==> src/rtsm_defs.vh <==
// Register offsets, field positions, reset values, mode and response codes for the touch matrix
`ifndef RTSM_DEFS_VH
`define RTSM_DEFS_VH

// ==========================================================================
// Register byte offsets (register index times four)
// ==========================================================================
`define RTSM_IDX_TOUCH_CTRL   4'h9
`define RTSM_OFF_TOUCH_CTRL   8'h24
`define RTSM_OFF_ADC_SEL      8'h28
`define RTSM_OFF_INT_STATUS   8'h2c
`define RTSM_OFF_INT_MASK     8'h30
`define RTSM_OFF_STATE        8'h34

// ==========================================================================
// Touch control register fields
// ==========================================================================
`define RTSM_TC_XP_PWR        0
`define RTSM_TC_XP_GND        1
`define RTSM_TC_XN_PWR        2
`define RTSM_TC_XN_GND        3
`define RTSM_TC_YP_PWR        4
`define RTSM_TC_YP_GND        5
`define RTSM_TC_YN_PWR        6
`define RTSM_TC_YN_GND        7
`define RTSM_TC_PRESS_EN      8
`define RTSM_TC_RELEASE_EN    9
`define RTSM_TC_MODE_LO       10
`define RTSM_TC_MODE_HI       11
`define RTSM_TC_BIAS_EN       12
`define RTSM_TC_STANDBY       13
`define RTSM_TC_WIDTH         14
`define RTSM_TC_RESET         14'h0000

// ==========================================================================
// Mode encodings and converter input codes
// ==========================================================================
`define RTSM_MODE_INTERRUPT   2'h0
`define RTSM_MODE_PRESSURE    2'h1
`define RTSM_ADC_SEL_RESET    3'h0
`define RTSM_ADC_SEL_CURMON   3'h4

// ==========================================================================
// Interrupt status bits
// ==========================================================================
`define RTSM_INT_PRESS        0
`define RTSM_INT_RELEASE      1
`define RTSM_INT_CONFLICT     2

// ==========================================================================
// AXI responses
// ==========================================================================
`define RTSM_RESP_OKAY        2'h0
`define RTSM_RESP_SLVERR      2'h2

`endif

==> src/rtsm_touch_matrix.v <==
// Four-wire resistive touch panel switch matrix with AXI4-Lite registers and press interrupt
`timescale 1ns/1ns
`include "rtsm_defs.vh"

module rtsm_touch_matrix #(
  parameter ADDR_W = 8
) (
  // Clock and reset
  input  wire              aclk,
  input  wire              aresetn,
  // AXI4-Lite write address
  input  wire [ADDR_W-1:0] s_axi_awaddr,
  input  wire              s_axi_awvalid,
  output reg               s_axi_awready,
  // AXI4-Lite write data
  input  wire [31:0]       s_axi_wdata,
  input  wire [3:0]        s_axi_wstrb,
  input  wire              s_axi_wvalid,
  output reg               s_axi_wready,
  // AXI4-Lite write response
  output reg  [1:0]        s_axi_bresp,
  output reg               s_axi_bvalid,
  input  wire              s_axi_bready,
  // AXI4-Lite read address
  input  wire [ADDR_W-1:0] s_axi_araddr,
  input  wire              s_axi_arvalid,
  output reg               s_axi_arready,
  // AXI4-Lite read data
  output reg  [31:0]       s_axi_rdata,
  output reg  [1:0]        s_axi_rresp,
  output reg               s_axi_rvalid,
  input  wire              s_axi_rready,
  // Filtered Schmitt detector outputs of the X plate terminals
  input  wire              x_pos_detect,
  input  wire              x_neg_detect,
  // Switch matrix controls, one power and one ground switch per terminal
  output reg               x_plate_pos_term_pwr,
  output reg               x_plate_pos_term_gnd,
  output reg               x_plate_neg_term_pwr,
  output reg               x_plate_neg_term_gnd,
  output reg               y_plate_pos_term_pwr,
  output reg               y_plate_pos_term_gnd,
  output reg               y_plate_neg_term_pwr,
  output reg               y_plate_neg_term_gnd,
  // Bias source selection
  output reg               bias_resistor_en,
  output reg               bias_circuit_en,
  // Converter input multiplexer code
  output reg  [2:0]        adc_input_route,
  // Interrupt
  output reg               irq
);

  // ========================================================================
  // Register state
  // ========================================================================
  reg [`RTSM_TC_WIDTH-1:0] touch_ctrl;
  reg [2:0]                adc_sel;
  reg [2:0]                int_status;
  reg [2:0]                int_mask;
  reg                      detect_prev;
  reg                      aw_held;
  reg                      w_held;
  reg [ADDR_W-1:0]         aw_addr;
  reg [31:0]               w_data;
  reg [3:0]                w_strb;

  // Resolve one terminal: grounding wins when both switches are requested
  function [1:0] resolve;
    input pwr;
    input gnd;
    begin
      resolve = {pwr & ~gnd, gnd};
    end
  endfunction

  // Byte-lane merge for a 32-bit register write
  function [31:0] merge;
    input [31:0] old;
    input [31:0] data;
    input [3:0]  strb;
    integer i;
    begin
      merge = old;
      for (i = 0; i < 4; i = i + 1) begin
        if (strb[i]) begin
          merge[i*8 +: 8] = data[i*8 +: 8];
        end
      end
    end
  endfunction

  // Register select bits, one per mapped word
  localparam HIT_CTRL  = 0;
  localparam HIT_ADC   = 1;
  localparam HIT_STAT  = 2;
  localparam HIT_MASK  = 3;
  localparam HIT_STATE = 4;

  // Address decode shared by the write path, the status clear and the read path;
  // an all-zero result means the address is unmapped and earns SLVERR
  function [4:0] reg_hit;
    input [ADDR_W-1:0] addr;
    begin
      reg_hit = 5'h00;
      if (addr == `RTSM_OFF_TOUCH_CTRL) begin
        reg_hit[HIT_CTRL] = 1'b1;
      end else if (addr == `RTSM_OFF_ADC_SEL) begin
        reg_hit[HIT_ADC] = 1'b1;
      end else if (addr == `RTSM_OFF_INT_STATUS) begin
        reg_hit[HIT_STAT] = 1'b1;
      end else if (addr == `RTSM_OFF_INT_MASK) begin
        reg_hit[HIT_MASK] = 1'b1;
      end else if (addr == `RTSM_OFF_STATE) begin
        reg_hit[HIT_STATE] = 1'b1;
      end
    end
  endfunction

  // A terminal asked to close both of its switches at once
  function clash;
    input pwr;
    input gnd;
    begin
      clash = pwr & gnd;
    end
  endfunction

  // ========================================================================
  // Combinational decode of the matrix and mode
  // ========================================================================
  // Mode 1X needs no decode of its own: anything but 00 and 01 is position
  wire [1:0] mode = touch_ctrl[`RTSM_TC_MODE_HI:`RTSM_TC_MODE_LO];
  wire       mode_interrupt = (mode == `RTSM_MODE_INTERRUPT);
  wire       mode_pressure  = (mode == `RTSM_MODE_PRESSURE);
  wire [1:0] xp_sw = resolve(touch_ctrl[`RTSM_TC_XP_PWR], touch_ctrl[`RTSM_TC_XP_GND]);
  wire [1:0] xn_sw = resolve(touch_ctrl[`RTSM_TC_XN_PWR], touch_ctrl[`RTSM_TC_XN_GND]);
  wire [1:0] yp_sw = resolve(touch_ctrl[`RTSM_TC_YP_PWR], touch_ctrl[`RTSM_TC_YP_GND]);
  wire [1:0] yn_sw = resolve(touch_ctrl[`RTSM_TC_YN_PWR], touch_ctrl[`RTSM_TC_YN_GND]);
  wire conflict = clash(touch_ctrl[`RTSM_TC_XP_PWR], touch_ctrl[`RTSM_TC_XP_GND]) |
                  clash(touch_ctrl[`RTSM_TC_XN_PWR], touch_ctrl[`RTSM_TC_XN_GND]) |
                  clash(touch_ctrl[`RTSM_TC_YP_PWR], touch_ctrl[`RTSM_TC_YP_GND]) |
                  clash(touch_ctrl[`RTSM_TC_YN_PWR], touch_ctrl[`RTSM_TC_YN_GND]);

  // Pressed when either X terminal drops; released when both are back high
  // The detector pins are taken as already synchronous to aclk
  // X detectors feed press sensing
  wire detect_high = x_pos_detect & x_neg_detect;
  // stand-by does not gate the detectors, only the active bias
  wire press_evt   = mode_interrupt & touch_ctrl[`RTSM_TC_PRESS_EN] & detect_prev & ~detect_high;
  // release on rising edge when enabled
  wire release_evt = mode_interrupt & touch_ctrl[`RTSM_TC_RELEASE_EN] & ~detect_prev & detect_high;

  // ========================================================================
  // Switch, bias and routing outputs, registered
  // ========================================================================
  // Registering keeps a matrix rewrite from glitching a switch; a terminal with
  // neither switch closed simply floats
  always @(posedge aclk) begin
    if (!aresetn) begin
      x_plate_pos_term_pwr <= 1'b0;
      x_plate_pos_term_gnd <= 1'b0;
      x_plate_neg_term_pwr <= 1'b0;
      x_plate_neg_term_gnd <= 1'b0;
      y_plate_pos_term_pwr <= 1'b0;
      y_plate_pos_term_gnd <= 1'b0;
      y_plate_neg_term_pwr <= 1'b0;
      y_plate_neg_term_gnd <= 1'b0;
      bias_resistor_en     <= 1'b0;
      bias_circuit_en      <= 1'b0;
      adc_input_route      <= `RTSM_ADC_SEL_RESET;
    end else begin
      x_plate_pos_term_pwr <= xp_sw[1];
      x_plate_pos_term_gnd <= xp_sw[0];
      x_plate_neg_term_pwr <= xn_sw[1];
      x_plate_neg_term_gnd <= xn_sw[0];
      y_plate_pos_term_pwr <= yp_sw[1];
      y_plate_pos_term_gnd <= yp_sw[0];
      y_plate_neg_term_pwr <= yn_sw[1];
      y_plate_neg_term_gnd <= yn_sw[0];
      bias_resistor_en <= mode_interrupt;
      // Bias changes land with the switches, one cycle after the register write
      // Active bias is off in interrupt mode and in stand-by to save power
      bias_circuit_en  <= ~mode_interrupt & touch_ctrl[`RTSM_TC_BIAS_EN] &
                          ~touch_ctrl[`RTSM_TC_STANDBY];
      if (mode_pressure) begin
        adc_input_route <= `RTSM_ADC_SEL_CURMON;
      end else begin
        adc_input_route <= adc_sel;
      end
    end
  end

  // ========================================================================
  // Interrupt status, set wins over clear
  // ========================================================================
  // Decoded selects of the held write address and of the offered read address
  wire [4:0] aw_hit   = reg_hit(aw_addr);
  wire [4:0] ar_hit   = reg_hit(s_axi_araddr);
  wire       st_write = aw_held & w_held & ~s_axi_bvalid & aw_hit[HIT_STAT];
  wire [2:0] st_clear = st_write & w_strb[0] ? w_data[2:0] : 3'h0;
  wire [2:0] st_set;
  assign st_set[`RTSM_INT_PRESS]    = press_evt;
  assign st_set[`RTSM_INT_RELEASE]  = release_evt;
  assign st_set[`RTSM_INT_CONFLICT] = conflict;

  always @(posedge aclk) begin
    if (!aresetn) begin
      int_status  <= 3'h0;
      detect_prev <= 1'b1;
      irq         <= 1'b0;
    end else begin
      detect_prev <= detect_high;
      // The conflict bit re-sets every cycle while the clash stays programmed, so a
      // clear only sticks once software has mended the matrix
      int_status  <= (int_status & ~st_clear) | st_set;
      // Taken from the next status so the pin rises with the status bit, not after it
      irq         <= |(((int_status & ~st_clear) | st_set) & int_mask);
    end
  end

  // ========================================================================
  // AXI4-Lite write channel
  // ========================================================================
  // Address and data are latched independently, so either may come first; a second
  // write waits in the holding registers until the master has taken bvalid
  wire wr_go = aw_held & w_held & ~s_axi_bvalid;

  // Byte-lane merge of a control write over the implemented bits
  wire [31:0] ctrl_merged = merge({18'h0, touch_ctrl}, w_data, w_strb);

  always @(posedge aclk) begin
    if (!aresetn) begin
      aw_held       <= 1'b0;
      w_held        <= 1'b0;
      aw_addr       <= {ADDR_W{1'b0}};
      w_data        <= 32'h00000000;
      w_strb        <= 4'h0;
      s_axi_awready <= 1'b0;
      s_axi_wready  <= 1'b0;
      s_axi_bvalid  <= 1'b0;
      s_axi_bresp   <= `RTSM_RESP_OKAY;
      touch_ctrl    <= `RTSM_TC_RESET;
      adc_sel       <= `RTSM_ADC_SEL_RESET;
      int_mask      <= 3'h0;
    end else begin
      // Ready is a one-cycle pulse, so a valid still held after its handshake
      // is not taken a second time
      s_axi_awready <= ~aw_held & ~s_axi_awready & s_axi_awvalid;
      s_axi_wready  <= ~w_held & ~s_axi_wready & s_axi_wvalid;
      if (s_axi_awvalid & s_axi_awready) begin
        aw_held <= 1'b1;
        aw_addr <= s_axi_awaddr;
      end
      if (s_axi_wvalid & s_axi_wready) begin
        w_held <= 1'b1;
        w_data <= s_axi_wdata;
        w_strb <= s_axi_wstrb;
      end
      if (wr_go) begin
        aw_held      <= 1'b0;
        w_held       <= 1'b0;
        s_axi_bvalid <= 1'b1;
        s_axi_bresp  <= `RTSM_RESP_OKAY;
        if (aw_hit[HIT_CTRL]) begin
          // Bits 31:14 are not implemented and are dropped here on purpose
          touch_ctrl <= ctrl_merged[`RTSM_TC_WIDTH-1:0];
        end else if (aw_hit[HIT_ADC]) begin
          if (w_strb[0]) begin
            adc_sel <= w_data[2:0];
          end
        end else if (aw_hit[HIT_MASK]) begin
          if (w_strb[0]) begin
            int_mask <= w_data[2:0];
          end
        end else if (aw_hit[HIT_STAT]) begin
          // The clear itself is done in the status block
          s_axi_bresp <= `RTSM_RESP_OKAY;
        end else begin
          s_axi_bresp <= `RTSM_RESP_SLVERR;
        end
      end else if (s_axi_bvalid & s_axi_bready) begin
        s_axi_bvalid <= 1'b0;
      end
    end
  end

  // ========================================================================
  // AXI4-Lite read channel
  // ========================================================================
  always @(posedge aclk) begin
    if (!aresetn) begin
      s_axi_arready <= 1'b0;
      s_axi_rvalid  <= 1'b0;
      s_axi_rdata   <= 32'h00000000;
      s_axi_rresp   <= `RTSM_RESP_OKAY;
    end else begin
      // arready stays low while read data waits, which keeps one read in flight
      s_axi_arready <= ~s_axi_arready & ~s_axi_rvalid & s_axi_arvalid;
      // The address is decoded as it is taken, so it must stand with arvalid
      if (s_axi_arvalid & s_axi_arready) begin
        s_axi_rvalid <= 1'b1;
        s_axi_rresp  <= `RTSM_RESP_OKAY;
        if (ar_hit[HIT_CTRL]) begin
          s_axi_rdata <= {18'h0, touch_ctrl};
        end else if (ar_hit[HIT_ADC]) begin
          s_axi_rdata <= {29'h0, adc_sel};
        end else if (ar_hit[HIT_STAT]) begin
          s_axi_rdata <= {29'h0, int_status};
        end else if (ar_hit[HIT_MASK]) begin
          s_axi_rdata <= {29'h0, int_mask};
        end else if (ar_hit[HIT_STATE]) begin
          // Live state: detector level, conflict, routed input, bias sources
          s_axi_rdata <= {24'h0, bias_circuit_en, bias_resistor_en, adc_input_route,
                          conflict, x_neg_detect, x_pos_detect};
        end else begin
          s_axi_rdata <= 32'h00000000;
          s_axi_rresp <= `RTSM_RESP_SLVERR;
        end
      end else if (s_axi_rvalid & s_axi_rready) begin
        s_axi_rvalid <= 1'b0;
      end
    end
  end

endmodule

==> config.mk <==
export PLATFORM = sky130hd
export DESIGN_NAME = rtsm_touch_matrix
export DESIGN_NICKNAME = d
export VERILOG_FILES = /design/src/rtsm_touch_matrix.v
export VERILOG_INCLUDE_DIRS = /design/src /design/src/src
export SDC_FILE = /design/constraint.sdc
export NUM_CORES = 1
export LEC_CHECK = 0
export BUFFER_PORTS_ARGS = -buffer_cell sky130_fd_sc_hd__buf_4
export CAP_MARGIN = 20
export CORE_UTILIZATION = 50
export CTS_CLUSTER_DIAMETER = 50
export DETAILED_ROUTE_END_ITERATION = 16
export GPL_TIMING_DRIVEN = 1
export PLACE_DENSITY = 0.8
export SETUP_SLACK_MARGIN = 0.15
export SLEW_MARGIN = 40
export SYNTH_ARGS = -nofsm -noshare
export SYNTH_HDL_FRONTEND = slang
export SYNTH_SLANG_ARGS = --single-unit
==> constraint.sdc <==
create_clock -name aclk -period 4.5 [get_ports aclk]
set_input_delay 0.45 -clock aclk [delete_from_list [all_inputs] [get_ports aclk]]
set_output_delay 0.45 -clock aclk [all_outputs]
set_load 0.02 [all_outputs]
Word level (Yosys, flattened, before mapping)
Cells that the tools add are included.
{ "totals": {"word_cells": 145, "ff_bits": 105, "out_inout_bits": 55} }
{ "op_classes": {"n_reduce_logical": 10, "n_eq_ne": 10, "mux": 36, "bitwise": 57} }
{ "ops": {"columns": ["operator", "count"], "rows": [
  ["8-bit by 6-bit equality test with 1-bit output (second input constant)", 9],
  ["1-bit AND", 32],
  ["8-bit two-way mux", 4],
  ["2-bit two-way mux", 11],
  ["1-bit NOT", 18],
  ["1-bit two-way mux", 15],
  ["14-bit two-way mux", 1],
  ["3-bit two-way mux", 4],
  ["3-bit AND", 2],
  ["3-bit AND reduction", 2],
  ["5-bit AND reduction", 1],
  ["4-bit two-way mux", 1],
  ["4-bit AND reduction", 1],
  ["2-bit nonzero test", 2],
  ["2-bit OR reduction", 2],
  ["3-bit NOT", 1],
  ["1-bit bitwise OR", 3],
  ["3-bit bitwise OR", 1],
  ["3-bit OR reduction", 1],
  ["2-bit by 1-bit equality test with 1-bit output (second input constant)", 1],
  ["2-bit logical NOT", 1]
]} }

Depth between registers and ports, before layout
Gate-level depths: netlist of run 1.
{ "logic_depth": {"ltp_word": 13, "depth_mapped": 6, "mapped_depth_nobuf": 5} }

Worst setup path before layout of run 1
OpenSTA, ideal clock, no wires.
{ "synth_path": {"path_kind": "input to register", "startpoint": "input port s_axi_araddr[1]", "endpoint": "register s_axi_rdata[2]", "required_time_ns": 4.370, "slack_ns": 2.503, "arrival_ns": 1.868, "stages": 5, "path_buffers": 0, "setup_ns": 0.130, "cell_sequence": "or4_1 -> or2_2 -> or3_1 -> a21boi_0 -> o41ai_1"} }
{ "synth_between": {"elab_chain_len": 11} }
{ "synth_rtl": {"columns": ["item", "line", "text"], "rows": [
  ["start, declared", "rtsm_touch_matrix.v:25", "input wire [ADDR_W-1:0] s_axi_araddr,"],
  ["8-bit by 6-bit equality test with 1-bit output (no line)", null, null],
  ["1-bit two-way mux", "rtsm_touch_matrix.v:114", "end else if (addr == `RTSM_OFF_STATE) begin"],
  ["1-bit two-way mux", "rtsm_touch_matrix.v:112", "end else if (addr == `RTSM_OFF_INT_MASK) begin"],
  ["2-bit two-way mux", "rtsm_touch_matrix.v:110", "end else if (addr == `RTSM_OFF_INT_STATUS) begin"],
  ["3-bit two-way mux", "rtsm_touch_matrix.v:108", "end else if (addr == `RTSM_OFF_ADC_SEL) begin"],
  ["4-bit two-way mux", "rtsm_touch_matrix.v:106", "if (addr == `RTSM_OFF_TOUCH_CTRL) begin"],
  ["8-bit two-way mux", "rtsm_touch_matrix.v:312", "end else if (ar_hit[HIT_STATE]) begin"],
  ["8-bit two-way mux", "rtsm_touch_matrix.v:310", "end else if (ar_hit[HIT_MASK]) begin"],
  ["8-bit two-way mux", "rtsm_touch_matrix.v:308", "end else if (ar_hit[HIT_STAT]) begin"],
  ["8-bit two-way mux", "rtsm_touch_matrix.v:306", "end else if (ar_hit[HIT_ADC]) begin"],
  ["14-bit two-way mux (*)", "rtsm_touch_matrix.v:304", "if (ar_hit[HIT_CTRL]) begin"],
  ["end signal, assigned", "rtsm_touch_matrix.v:305", "s_axi_rdata <= {18'h0, touch_ctrl};"],
  ["end signal, assigned", "rtsm_touch_matrix.v:307", "s_axi_rdata <= {29'h0, adc_sel};"],
  ["end signal, assigned", "rtsm_touch_matrix.v:309", "s_axi_rdata <= {29'h0, int_status};"],
  ["end, declared", "rtsm_touch_matrix.v:29", "output reg [31:0] s_axi_rdata,"]
]} }
Mark *: on every way between the ends. The rest lies on a longest branch, timed or not.
A chain may end at the register's enable or synchronous reset.

Final worst setup path of run 1
{ "layout_path": {"startpoint": "register aw_addr[1]", "endpoint": "register irq"} }
{ "layout_between": {"elab_chain_len": 12} }
{ "layout_rtl": {"columns": ["item", "line", "text"], "rows": [
  ["start, declared", "rtsm_touch_matrix.v:64", "reg [ADDR_W-1:0] aw_addr;"],
  ["start signal, assigned", "rtsm_touch_matrix.v:236", "aw_addr <= {ADDR_W{1'b0}};"],
  ["start signal, assigned", "rtsm_touch_matrix.v:253", "aw_addr <= s_axi_awaddr;"],
  ["8-bit by 6-bit equality test with 1-bit output (no line)", null, null],
  ["1-bit two-way mux", "rtsm_touch_matrix.v:110", null],
  ["2-bit two-way mux", "rtsm_touch_matrix.v:108", null],
  ["3-bit two-way mux (*)", "rtsm_touch_matrix.v:106", null],
  ["1-bit AND (*)", "rtsm_touch_matrix.v:200", "wire st_write = aw_held & w_held & ~s_axi_bvalid & aw_hit[HIT_STAT];"],
  ["1-bit AND (*)", "rtsm_touch_matrix.v:201", "wire [2:0] st_clear = st_write & w_strb[0] ? w_data[2:0] : 3'h0;"],
  ["3-bit two-way mux (*)", "rtsm_touch_matrix.v:201", null],
  ["3-bit NOT (*)", "rtsm_touch_matrix.v:218", "irq <= |(((int_status & ~st_clear) | st_set) & int_mask);"],
  ["3-bit AND (*)", "rtsm_touch_matrix.v:218", null],
  ["3-bit bitwise OR (*)", "rtsm_touch_matrix.v:218", null],
  ["3-bit AND (*)", "rtsm_touch_matrix.v:218", null],
  ["3-bit OR reduction (*)", "rtsm_touch_matrix.v:218", null],
  ["end signal, assigned", "rtsm_touch_matrix.v:218", null],
  ["end, declared", "rtsm_touch_matrix.v:51", "output reg irq"]
]} }
Marked as above.

==> summary.txt, run 1 <==
Status
  – Status: finished, final reports clean

Finish
  – Layout area overhead: 21.2%
  – Non-Filler Instances: approximately 560
  – Design area: 4300 µm²
  – Share of cells above drive strength 1: between 20% and 30%
  – Net count, final: 522
  – Diode count: 0

Critical path
  – Setup crit start kind: flop
  – Capturing point of the worst reg2reg path: irq
  – CP Class: flop to flop
  – Reg2reg setup slack: 2.48 ns
  – CP Data Arrival Time: 2.28 ns
  – Max FO, Critical Path: 3
  – Worst EP required: 4.76 ns
  – CP endpoint kind: flop
  – Worst R2R Start: aw_addr[1]
  – R2R cell count: 5

STA
  – Clock Skew: 0.00980 ns
  – Final hold vios: 0
  – Final period util: 44.9%
  – # setup viols final: 0
  – Final hold slack: 0.336 ns
  – Fin crit period: 2.02 ns
  – F_max: approximately 0.5 GHz
  – Setup total negative slack: 0 ns
  – Max-slew violations: 0
  – Slew at the pin closest to its max-slew limit: about 0.66 ns
  – Unrepaired setup endpoints after global routing: no
  – Relative slew slack: 56.1%

Placed design
  – DP HPWL: 5230 µm
  – Routability Congestion: 0.834
  – PortBufs: 75
  – Cell count after placement: around 550
  – Placed cell areas: 4070 µm²

Synth
  – Post-synthesis async set-or-reset flop share: 0%
  – Cell count after synthesis: 397
  – Main synth FF type: dfxtp_1
  – Post-Syn Area: 3550 µm²
  – Yosys warns: 0
  – Seq/Total Area, Yosys: 48.0%
  – Post-synth top area cell: dfxtp_1
  – #FFs+latches synth: 85
  – Synthesized area per cell: 8.94 µm²
  – Synth top area share: 48.0%
  – Synth area leaders: dfxtp_1 (48%), a21boi_0 (8.7%), nand2_1 (8.6%), buf_4 (4.2%), mux2i_1 (3.7%)
  – Yosys cell types: 45
  – EDFF count, synth: 0

Floorplan
  – Core ar.: about 7000 µm²
  – Starting density of the core: 51.9%
  – Num rows: 30
  – Chip Height: 86.2 µm
  – Die ar.: 7440 µm²
  – Die span in x: 86.2 µm
  – Top Ports: 116

Pwr
  – Maximum VDD drop: 0.207 mV
  – Leak: 1.75 nW
  – Power per cell area: between 300 and 400 nW/µm²

Clock network
  – CTS tree: yes
  – CTS Sinks: 85
  – Clock Path Buffers: 2
  – # resized after CTS: 0
  – Num CTS Buffers: 9
  – Hold_buf cts: 0
  – H-tree level count: 3
  – Post-CTS Setup Repair Bufs: 0
  – Clk pin slew, worst setup/hold paths: 0.09 ns
  – Worst skew pair latency: 0.36 ns
  – Root Buffer: clkbuf_8

Min path
  – Worst Hold Launch: s_axi_arvalid
  – WHS Endpoint: s_axi_arready
  – Worst min-delay path class: primary input to flop
  – Worst Hold Depth: 3

Route
  – Vias: 2823
  – DRT iter0 DRCs: 187
  – Drt first pass iters: 4
  – DRC viols: 0
  – Post-Route WL: about 7400 µm
  – Routed WL per cell: 13.2 µm
  – Antenna-violating nets left: 0
  – Via/cell ratio: between 5 and 6

Global route
  – Initial antenna violation count: 0
  – Total GRT Usage: 20.7%
  – Vias in the first global route: 2585
  – Grt ovf: 0
  – First-pass GRT wire length: between 10000 and 15000 µm
  – Largest net degree at the start of global routing: 85

Run
  – Max-Cap Viols: 0
-- flip-flops by register name (all words and copies together), names as in the netlist, 2 cells and up --
register / flops
int_status: 3
aw_addr: 8
touch_ctrl: 14
adc_sel: 3
s_axi_rdata: 14
w_data: 14
adc_input_route: 3
int_mask: 3
w_strb: 2
-- metrics by stage --
stage                     utilization, %  setup slack, ns  power (mW)
after CTS                           63.0             2.45        1.50
final                               63.0             2.48        1.50
after global placement              59.6             2.32       0.901
after global routing                63.0             2.40        1.55
after detailed placement            59.6             2.28       0.904
after floorplan                        -             2.50       0.871
-- critical path, stage by stage, from the launching register on --
cell and delay [ns]:
dfxtp_1 0.32, or4b_4 0.58, nor4_4 0.38, a21oi_1 0.12, a41o_1 0.23, a221o_1 0.29
-- cells in the final DEF (no fill, tap or decap), types with 9 or more instances in the layout --
| cell type | netlist | layout |
|---|---|---|
| and2_1 | 10 | 10 |
| buf_4 | 20 | 76 |
| nor2b_1 | 14 | 14 |
| a21boi_0 | 41 | 41 |
| nand2_1 | 81 | 81 |
| dfxtp_1 | 85 | 85 |
| clkbuf_8 | 0 | 9 |
| conb_1 | 1 | 20 |
| nor2_1 | 14 | 14 |
| nand3_1 | 13 | 13 |
| mux2i_1 | 13 | 13 |
| o21ai_0 | 13 | 13 |
-- power breakdown --
group          internal, mW  switching [mW]
combinational        0.0485          0.0613
clock                 0.320           0.289
sequential            0.765          0.0119
-- per-layer routing --
layer / global-route usage [%] / vias to the layer above / routed length [µm]
met5: 0 / - / 0
met4: 9.85 / 0 / 139
met3: 3.52 / 12 / 277
met2: 33.7 / 74 / 3480
met1: 26.7 / 1294 / 3500
li1: - / 1443 / -
-- cells by family (layout without fill, tap and decap cells) --
family | count (synthesis) | after routing | synth area share, %
compound gates | 80 | 80 | 15.8
xor+xnor | 1 | 1 | 0.247
buf+inv | 47 | 97 | 7.19
flops | 85 | 85 | 48.0
mux | 14 | 14 | 3.98
other cells | 1 | 20 | 0.106
simple gates | 169 | 169 | 24.7
-- how the worst max path moves through the flow --
stage / startpoint / end / cells after the start
after CTS: aw_addr[1] / irq / 5
final: aw_addr[1] / irq / 5
after global routing: aw_addr[1] / touch_ctrl[6] / 5
after global placement: s_axi_araddr[1] / s_axi_rdata[2] / 6
after floorplan: s_axi_araddr[1] / s_axi_rdata[2] / 5
after detailed placement: s_axi_araddr[1] / s_axi_rdata[2] / 6
-- synthesized netlist by cell type, drive strengths merged (4+ instances only) --
cell,instances
a21oi,7
nand2,81
a21boi,41
and3,5
buf,23
mux2i,13
a221oi,5
nor2,14
clkbuf,19
and2,10
o21ai,13
nand2b,5
and3b,4
inv,5
nor2b,14
nor3,5
dfxtp,85
nand3,14
-- final cells by class --
cell class	count	area, µm²
clock buffers	9	124
clock inverters	7	104
repair buffers	76	571
multi-input cells	284	1660
well taps	96	120
fillers	606	2530
inverters	5	18.8
flip-flops and latches	85	1700
Power figures use the tool's default switching activity.
==> inputs of run 2 (changes only) <==
==> constraint.sdc (replaced) <==
create_clock -name aclk -period 1.9 [get_ports aclk]
set_input_delay 0.19 -clock aclk [delete_from_list [all_inputs] [get_ports aclk]]
set_output_delay 0.19 -clock aclk [all_outputs]
set_load 0.02 [all_outputs]
==> run 2 against run 1 <==
Net effect: register-to-register slack got worse by 2.5 ns; via count increased by 0.85%; die area unchanged; clock-buffer cell count increased by 4; final cell count increased by 0.89%; sequential power increased by 140%; clock skew decreased by 0.0034 ns; largest power group unchanged.
==> summary.txt, run 2 (same netlist as run 1, synthesis figures left out) <==
Finish
  – Fill cells: 620
  – Design area: 4380 µm²
  – Share of cells above drive strength 1: 25.9%
  – Most frequent cells in the layout: dfxtp_1 (84), buf_4 (80), nand2_1 (69)
  – Commonest non-fill, non-tap cell in the layout: dfxtp_1
  – Largest regs: s_axi_rdata x14, touch_ctrl x14, w_data x14
  – Layout area overhead: 23.5%
  – Net count, final: roughly 530
  – Diode count: 0

Floorplan
  – Die ar.: 7440 µm²
  – Starting density of the core: 51.9%
  – Chip Height: 86.2 µm
  – Top Ports: 116
  – Core ar.: 6830 µm²
  – Num rows: 30
  – Die span in x: 86.2 µm

STA
  – Max-slew violations: 0
  – Slew at the pin closest to its max-slew limit: between 0.5 and 0.6 ns
  – # setup viols final: 0
  – Relative slew slack: 62.3%
  – F_max: around 0.53 GHz
  – Final hold vios: 0
  – Fin crit period: 1.88 ns
  – Final hold slack: 0.0930 ns
  – Clock Skew: approximately 0.0064 ns
  – Unrepaired setup endpoints after global routing: yes
  – Final period util: between 90 and 100%

Critical path
  – CP endpoint kind: flop
  – CP max stage delay: slightly below 0.6 ns
  – Reg2reg setup slack: 0.02 ns
  – Worst EP required: 2.13 ns
  – CP Class: flop to flop
  – R2R cell count: 5
  – Capturing point of the worst reg2reg path: irq
  – Worst R2R Start: aw_addr[1]
  – Crit path cell chain: or4b_4 -> nor4_4 -> a21oi_2 -> a41o_1 -> a221o_1
  – Setup crit start kind: flop
  – Slowest CP cell: or4b_4
  – CP Data Arrival Time: 2.12 ns
  – Max FO, Critical Path: 3

Clock network
  – Root Buffer: clkbuf_8
  – CTS Sinks: 85
  – Worst skew pair latency: 0.34 ns
  – Clk pin slew, worst setup/hold paths: 0.08 ns
  – CTS tree: yes
  – Num CTS Buffers: 9
  – Clock Path Buffers: 2
  – H-tree level count: 3

Route
  – DRT iter0 DRCs: 193
  – Drt first pass iters: 4
  – Antenna-violating nets left: 0
  – Routed WL per cell: between 10 and 15 µm
  – Via/cell ratio: 5.02
  – Post-Route WL: 7350 µm
  – Vias: 2847
  – DRC viols: 0

Placed design
  – Placed cell areas: 4090 µm²
  – PortBufs: 75
  – DP HPWL: 5300 µm
  – Routability Congestion: 0.815

Pwr
  – Clock share of power: 37.3%
  – Flop pwr share: between 50 and 60%
  – Leak: between 1.5 and 2 nW
  – Internal power: 2.58 mW
  – Maximum VDD drop: 0.378 mV
  – Sw Ratio: 23.3%
  – Comb pwr share: 7.8%
  – Net Switching: 0.781 mW
  – Power per cell area: 766 nW/µm²

Min path
  – Worst Hold Launch: s_axi_arvalid
  – Worst min-delay path class: primary input to flop
  – Worst Hold Depth: 3
  – WHS Endpoint: s_axi_arready

Global route
  – First-pass GRT wire length: 11600 µm
  – Vias in the first global route: 2552
  – Largest net degree at the start of global routing: 45
  – Grt ovf: 0
  – Initial antenna violation count: 0
  – Total GRT Usage: 20.1%

Status
  – Status: finished, final reports clean

Run
  – Max-Cap Viols: 0
-- run 2: repair_timing --
| item | 4_1_cts | 5_1_grt |
|---|---|---|
| gates cloned | 0 | 0 |
| hold buffers | 0 | 0 |
| pin swaps | 3 | 16 |
| setup endpoints to repair | 15 | 21 |
| setup buffers | 2 | 1 |
| resized for setup | 12 | 21 |
-- run 2: metal layers --
| metal | wire length (µm) | part of all wire, % | track usage [%] |
|---|---|---|---|
| met1 | 3390 | 46 | 25.2 |
| met2 | 3530 | 48 | 34.1 |
| met3 | 330 | 4.5 | 3.24 |
| met4 | 104 | 1.4 | 9.09 |
| met5 | 0 | 0 | 0 |
-- run 2: power groups by stage --
stage	Sequential [mW]	Combinational, mW	Clock, mW
final	1.84	0.263	1.25
after global placement	1.88	0.256	0
after floorplan	1.89	0.175	0
after global routing	1.85	0.290	1.33
after CTS	1.84	0.262	1.26
after detailed placement	1.88	0.260	0
-- run 2: worst max-delay path by stage --
stage	start	to	slack [ns]	cells past startpoint
floorplan	aw_addr[1]	int_mask[0]	0.15	6
CTS	aw_addr[1]	irq	0.01	5
finish	aw_addr[1]	irq	0.02	5
global route	aw_addr[6]	irq	-0.03	5
detailed placement	s_axi_araddr[1]	s_axi_rdata[2]	-0.05	6
global placement	s_axi_araddr[1]	s_axi_rdata[2]	-0.003	6
-- run 2: metrics by stage --
step                power [mW]  std cells  utilization, %  TNS [ns]  setup WS (ns)
global placement          2.14        548            59.9  -0.00312       -0.00312
finish                    3.36        567            64.2         0         0.0176
CTS                       3.37        566            63.3         0         0.0107
global route              3.47        567            64.2   -0.0278        -0.0278
detailed placement        2.14        548            59.9   -0.0518        -0.0518
floorplan                 2.06        416               -         0          0.153
-- run 2: critical path, delay by kind of cell, from the launching register on --
family | cells | cell delay, ns
AOI/OAI and AO/OA | 3 | 0.62
DFF | 1 | 0.32
and+or+nand+nor | 2 | 0.84
-- run 2: cell type report --
type	instances	area, µm²	share of cell area [%]
Multi-Input combinational cell	284	1740	39.6
Inverter	5	18.8	0.428
Clock inverter	3	45.0	1.03
Timing Repair Buffer	81	612	14.0
Tap cell	96	120	2.74
Clock buffer	13	149	3.40
Sequential cell	85	1700	38.9
==> inputs of run 3 (changes only) <==
--- a/config.mk
+++ b/config.mk
@@ -6,6 +6,7 @@
 export SDC_FILE = /design/constraint.sdc
 export NUM_CORES = 1
 export LEC_CHECK = 0
+export ABC_AREA = 1
 export BUFFER_PORTS_ARGS = -buffer_cell sky130_fd_sc_hd__buf_4
 export CAP_MARGIN = 20
 export CORE_UTILIZATION = 50
==> run 3 against run 2 <==
Net effect: critical path depth is the same; worst hold slack lost 0.028 ns; die area grew 0.59%; core utilization shrank 0.38 points; first-iteration DRC count shrank 16%; combinational power grew 20%; global-route usage grew 2.4 points; wire length grew 6.5%; power grew 7.0%; largest cell class is now flip-flops and latches; setup slack gained 0.37 ns.
==> summary.txt, run 3 <==
Synth
  – Commonest cells in the synthesized netlist: nand2_1 (93), dfxtp_1 (85), nor2_1 (85)
  – Cell count after synthesis: 489
  – Post-Syn Area: 3570 µm²
  – Yosys warns: 0
  – Synth top area share: a little under half
  – Post-synthesis async set-or-reset flop share: 0%
  – Post-synth top area cell: dfxtp_1
  – Yosys cell types: 27
  – EDFF count, synth: 0
  – #FFs+latches synth: between 80 and 90
  – Synth area leaders: dfxtp_1 (48%), nand2_1 (9.8%), nor2_1 (8.9%), o21ai_0 (6.6%), inv_1 (5.9%)
  – Seq/Total Area, Yosys: 47.7%
  – Synthesized area per cell: 7.30 µm²
  – Top-count cell post-synth: nand2_1
  – Main synth FF type: dfxtp_1

Critical path
  – Critical Path Stages: 5
  – CP Data Arrival Time: ~1.8 ns
  – Setup crit start kind: flop
  – Cell family with most CP delay: simple AND/OR/NAND/NOR gates
  – R2R cell count: 5
  – CP startpoint: w_held
  – Crit path buf inv count: 0
  – Setup crit end: adc_sel[2]
  – CP Class: flop to flop
  – Worst R2R Start: w_held
  – CP max stage delay: 0.45 ns
  – Crit path cell chain: nand3_2 -> nor2_1 -> nand3_1 -> o21ai_0 -> a21oi_1
  – Slowest CP cell: dfxtp_1
  – Capturing point of the worst reg2reg path: adc_sel[2]
  – Worst EP required: 2.15 ns
  – Reg2reg setup slack: ~0.38 ns
  – CP endpoint kind: flop
  – Max FO, Critical Path: 6

Pwr
  – Power per cell area: 824 nW/µm²
  – Leak: 2.06 nW
  – Internal power: between 2 and 3 mW
  – Total power draw: around 3.6 mW
  – Sw Ratio: between 20% and 30%
  – Flop pwr share: 51.8%
  – Clock share of power: 39.5%
  – Net Switching: 0.896 mW
  – Maximum VDD drop: 0.412 mV
  – Comb pwr share: 8.8%

Clock network
  – Worst skew pair latency: 0.36 ns
  – CTS Sinks: 85
  – Clock Path Buffers: 2
  – Post-CTS Setup Repair Bufs: 0
  – Num CTS Buffers: 9
  – Root Buffer: clkbuf_8
  – H-tree level count: 3
  – Clk pin slew, worst setup/hold paths: 0.09 ns
  – Hold_buf cts: 0
  – CTS tree: yes
  – # resized after CTS: 0

Floorplan
  – Core ar.: 6830 µm²
  – Die span in x: 86.5 µm
  – Num rows: 30
  – Die ar.: ~7500 µm²
  – Starting density of the core: 52.3%
  – Chip Height: 86.5 µm
  – Top Ports: 116

Global route
  – First-pass GRT wire length: 13200 µm
  – Initial antenna violation count: 0
  – Vias in the first global route: 3047
  – Grt ovf: 0
  – Total GRT Usage: 22.5%
  – Largest net degree at the start of global routing: 44

STA
  – Max-slew violations: 0
  – Final hold vios: 0
  – Fin crit period: roughly 1.5 ns
  – Setup total negative slack: 0 ns
  – Final period util: 79.7%
  – Setup WS post-layout: 0.385 ns
  – Final hold slack: approximately 0.065 ns
  – Unrepaired setup endpoints after global routing: no
  – # setup viols final: 0
  – F_max: 0.660 GHz
  – Clock Skew: 0.00765 ns

Route
  – Drt first pass iters: 4
  – Post-Route WL: 7830 µm
  – DRT iter0 DRCs: 163
  – DRC viols: 0
  – Routed WL per cell: roughly 12 µm
  – Antenna-violating nets left: 0
  – Vias: 3233
  – Via/cell ratio: 4.88

Placed design
  – Routability Congestion: between 0.8 and 0.9
  – Cell count after placement: approximately 650
  – DP HPWL: 5730 µm
  – Post-Place Worst Slack: 0.406 ns
  – Placed cell areas: 4130 µm²
  – PortBufs: 75

Finish
  – Largest regs: s_axi_rdata x14, touch_ctrl x14, w_data x14
  – Net count, final: 623
  – Layout area overhead: 22.0%
  – Most frequent cells in the layout: nand2_1 (93), nor2_1 (85), dfxtp_1 (85)
  – Share of cells above drive strength 1: 18.2%
  – Diode count: 0
  – Fin util: 63.8%
  – Commonest non-fill, non-tap cell in the layout: nand2_1
  – Design area: 4360 µm²
  – Non-Filler Instances: 663

Min path
  – Worst min-delay path class: primary input to flop
  – Worst Hold Launch: s_axi_wvalid
  – Worst Hold Depth: 3

Run
  – Max-Cap Viols: 0

Status
  – Status: finished, final reports clean
[run 3: cell count changes in the layout (fill, tap and decap cells not counted), sizes merged, moves of 14 or more]
cell	change
nor2	+74
a21boi	-40
nor2b	-14
o21ai	+35
a21oi	+17
inv	+51
[run 3: worst register-to-register path: cells and delay by family (launching register included)]
family,cells,cell delay (ns)
AOI/OAI and AO/OA,2,0.27
DFF,1,0.45
and+or+nand+nor,3,0.68
[run 3: cells by family after synthesis]
group,after synthesis,synth area share [%]
AO/OA/AOI/OAI,84,12.6
buffers and inverters,91,11.9
flip-flops,85,47.7
other,1,0.105
AND/OR/NAND/NOR,228,27.8
[run 3: worst min-delay path by stage]
| stage | to | slack [ns] |
|---|---|---|
| floorplan | s_axi_arready | 0.31 |
| detailed placement | bias_circuit_en | 0.43 |
| finish | s_axi_wready | 0.06 |
| global route | s_axi_arready | 0.05 |
| CTS | s_axi_arready | 0.05 |
| global placement | bias_circuit_en | 0.42 |
[run 3: power groups by stage]
stage	logic (mW)	registers (mW)	clock network, mW
after global routing	0.351	1.86	1.51
after detailed placement	0.314	1.90	0
after global placement	0.308	1.90	0
after CTS	0.315	1.86	1.43
final	0.315	1.86	1.42
after floorplan	0.202	1.92	0
[run 3: metal layers]
layer  up-vias  global-route usage, %  share of wire [%]
met5         -                      0                  0
met4         0                   8.48                1.2
met3         8                   6.67                6.1
met2       113                   37.7                 47
met1      1451                   27.2                 45
li1       1661                      -                  -
[run 3: cell type report]
cell class	count	area (µm²)
fillers	616	2470
flip-flops and latches	85	1700
multi-input cells	332	1520
repair buffers	78	586
inverters	56	210
clock buffers	9	124
well taps	96	120
clock inverters	7	100
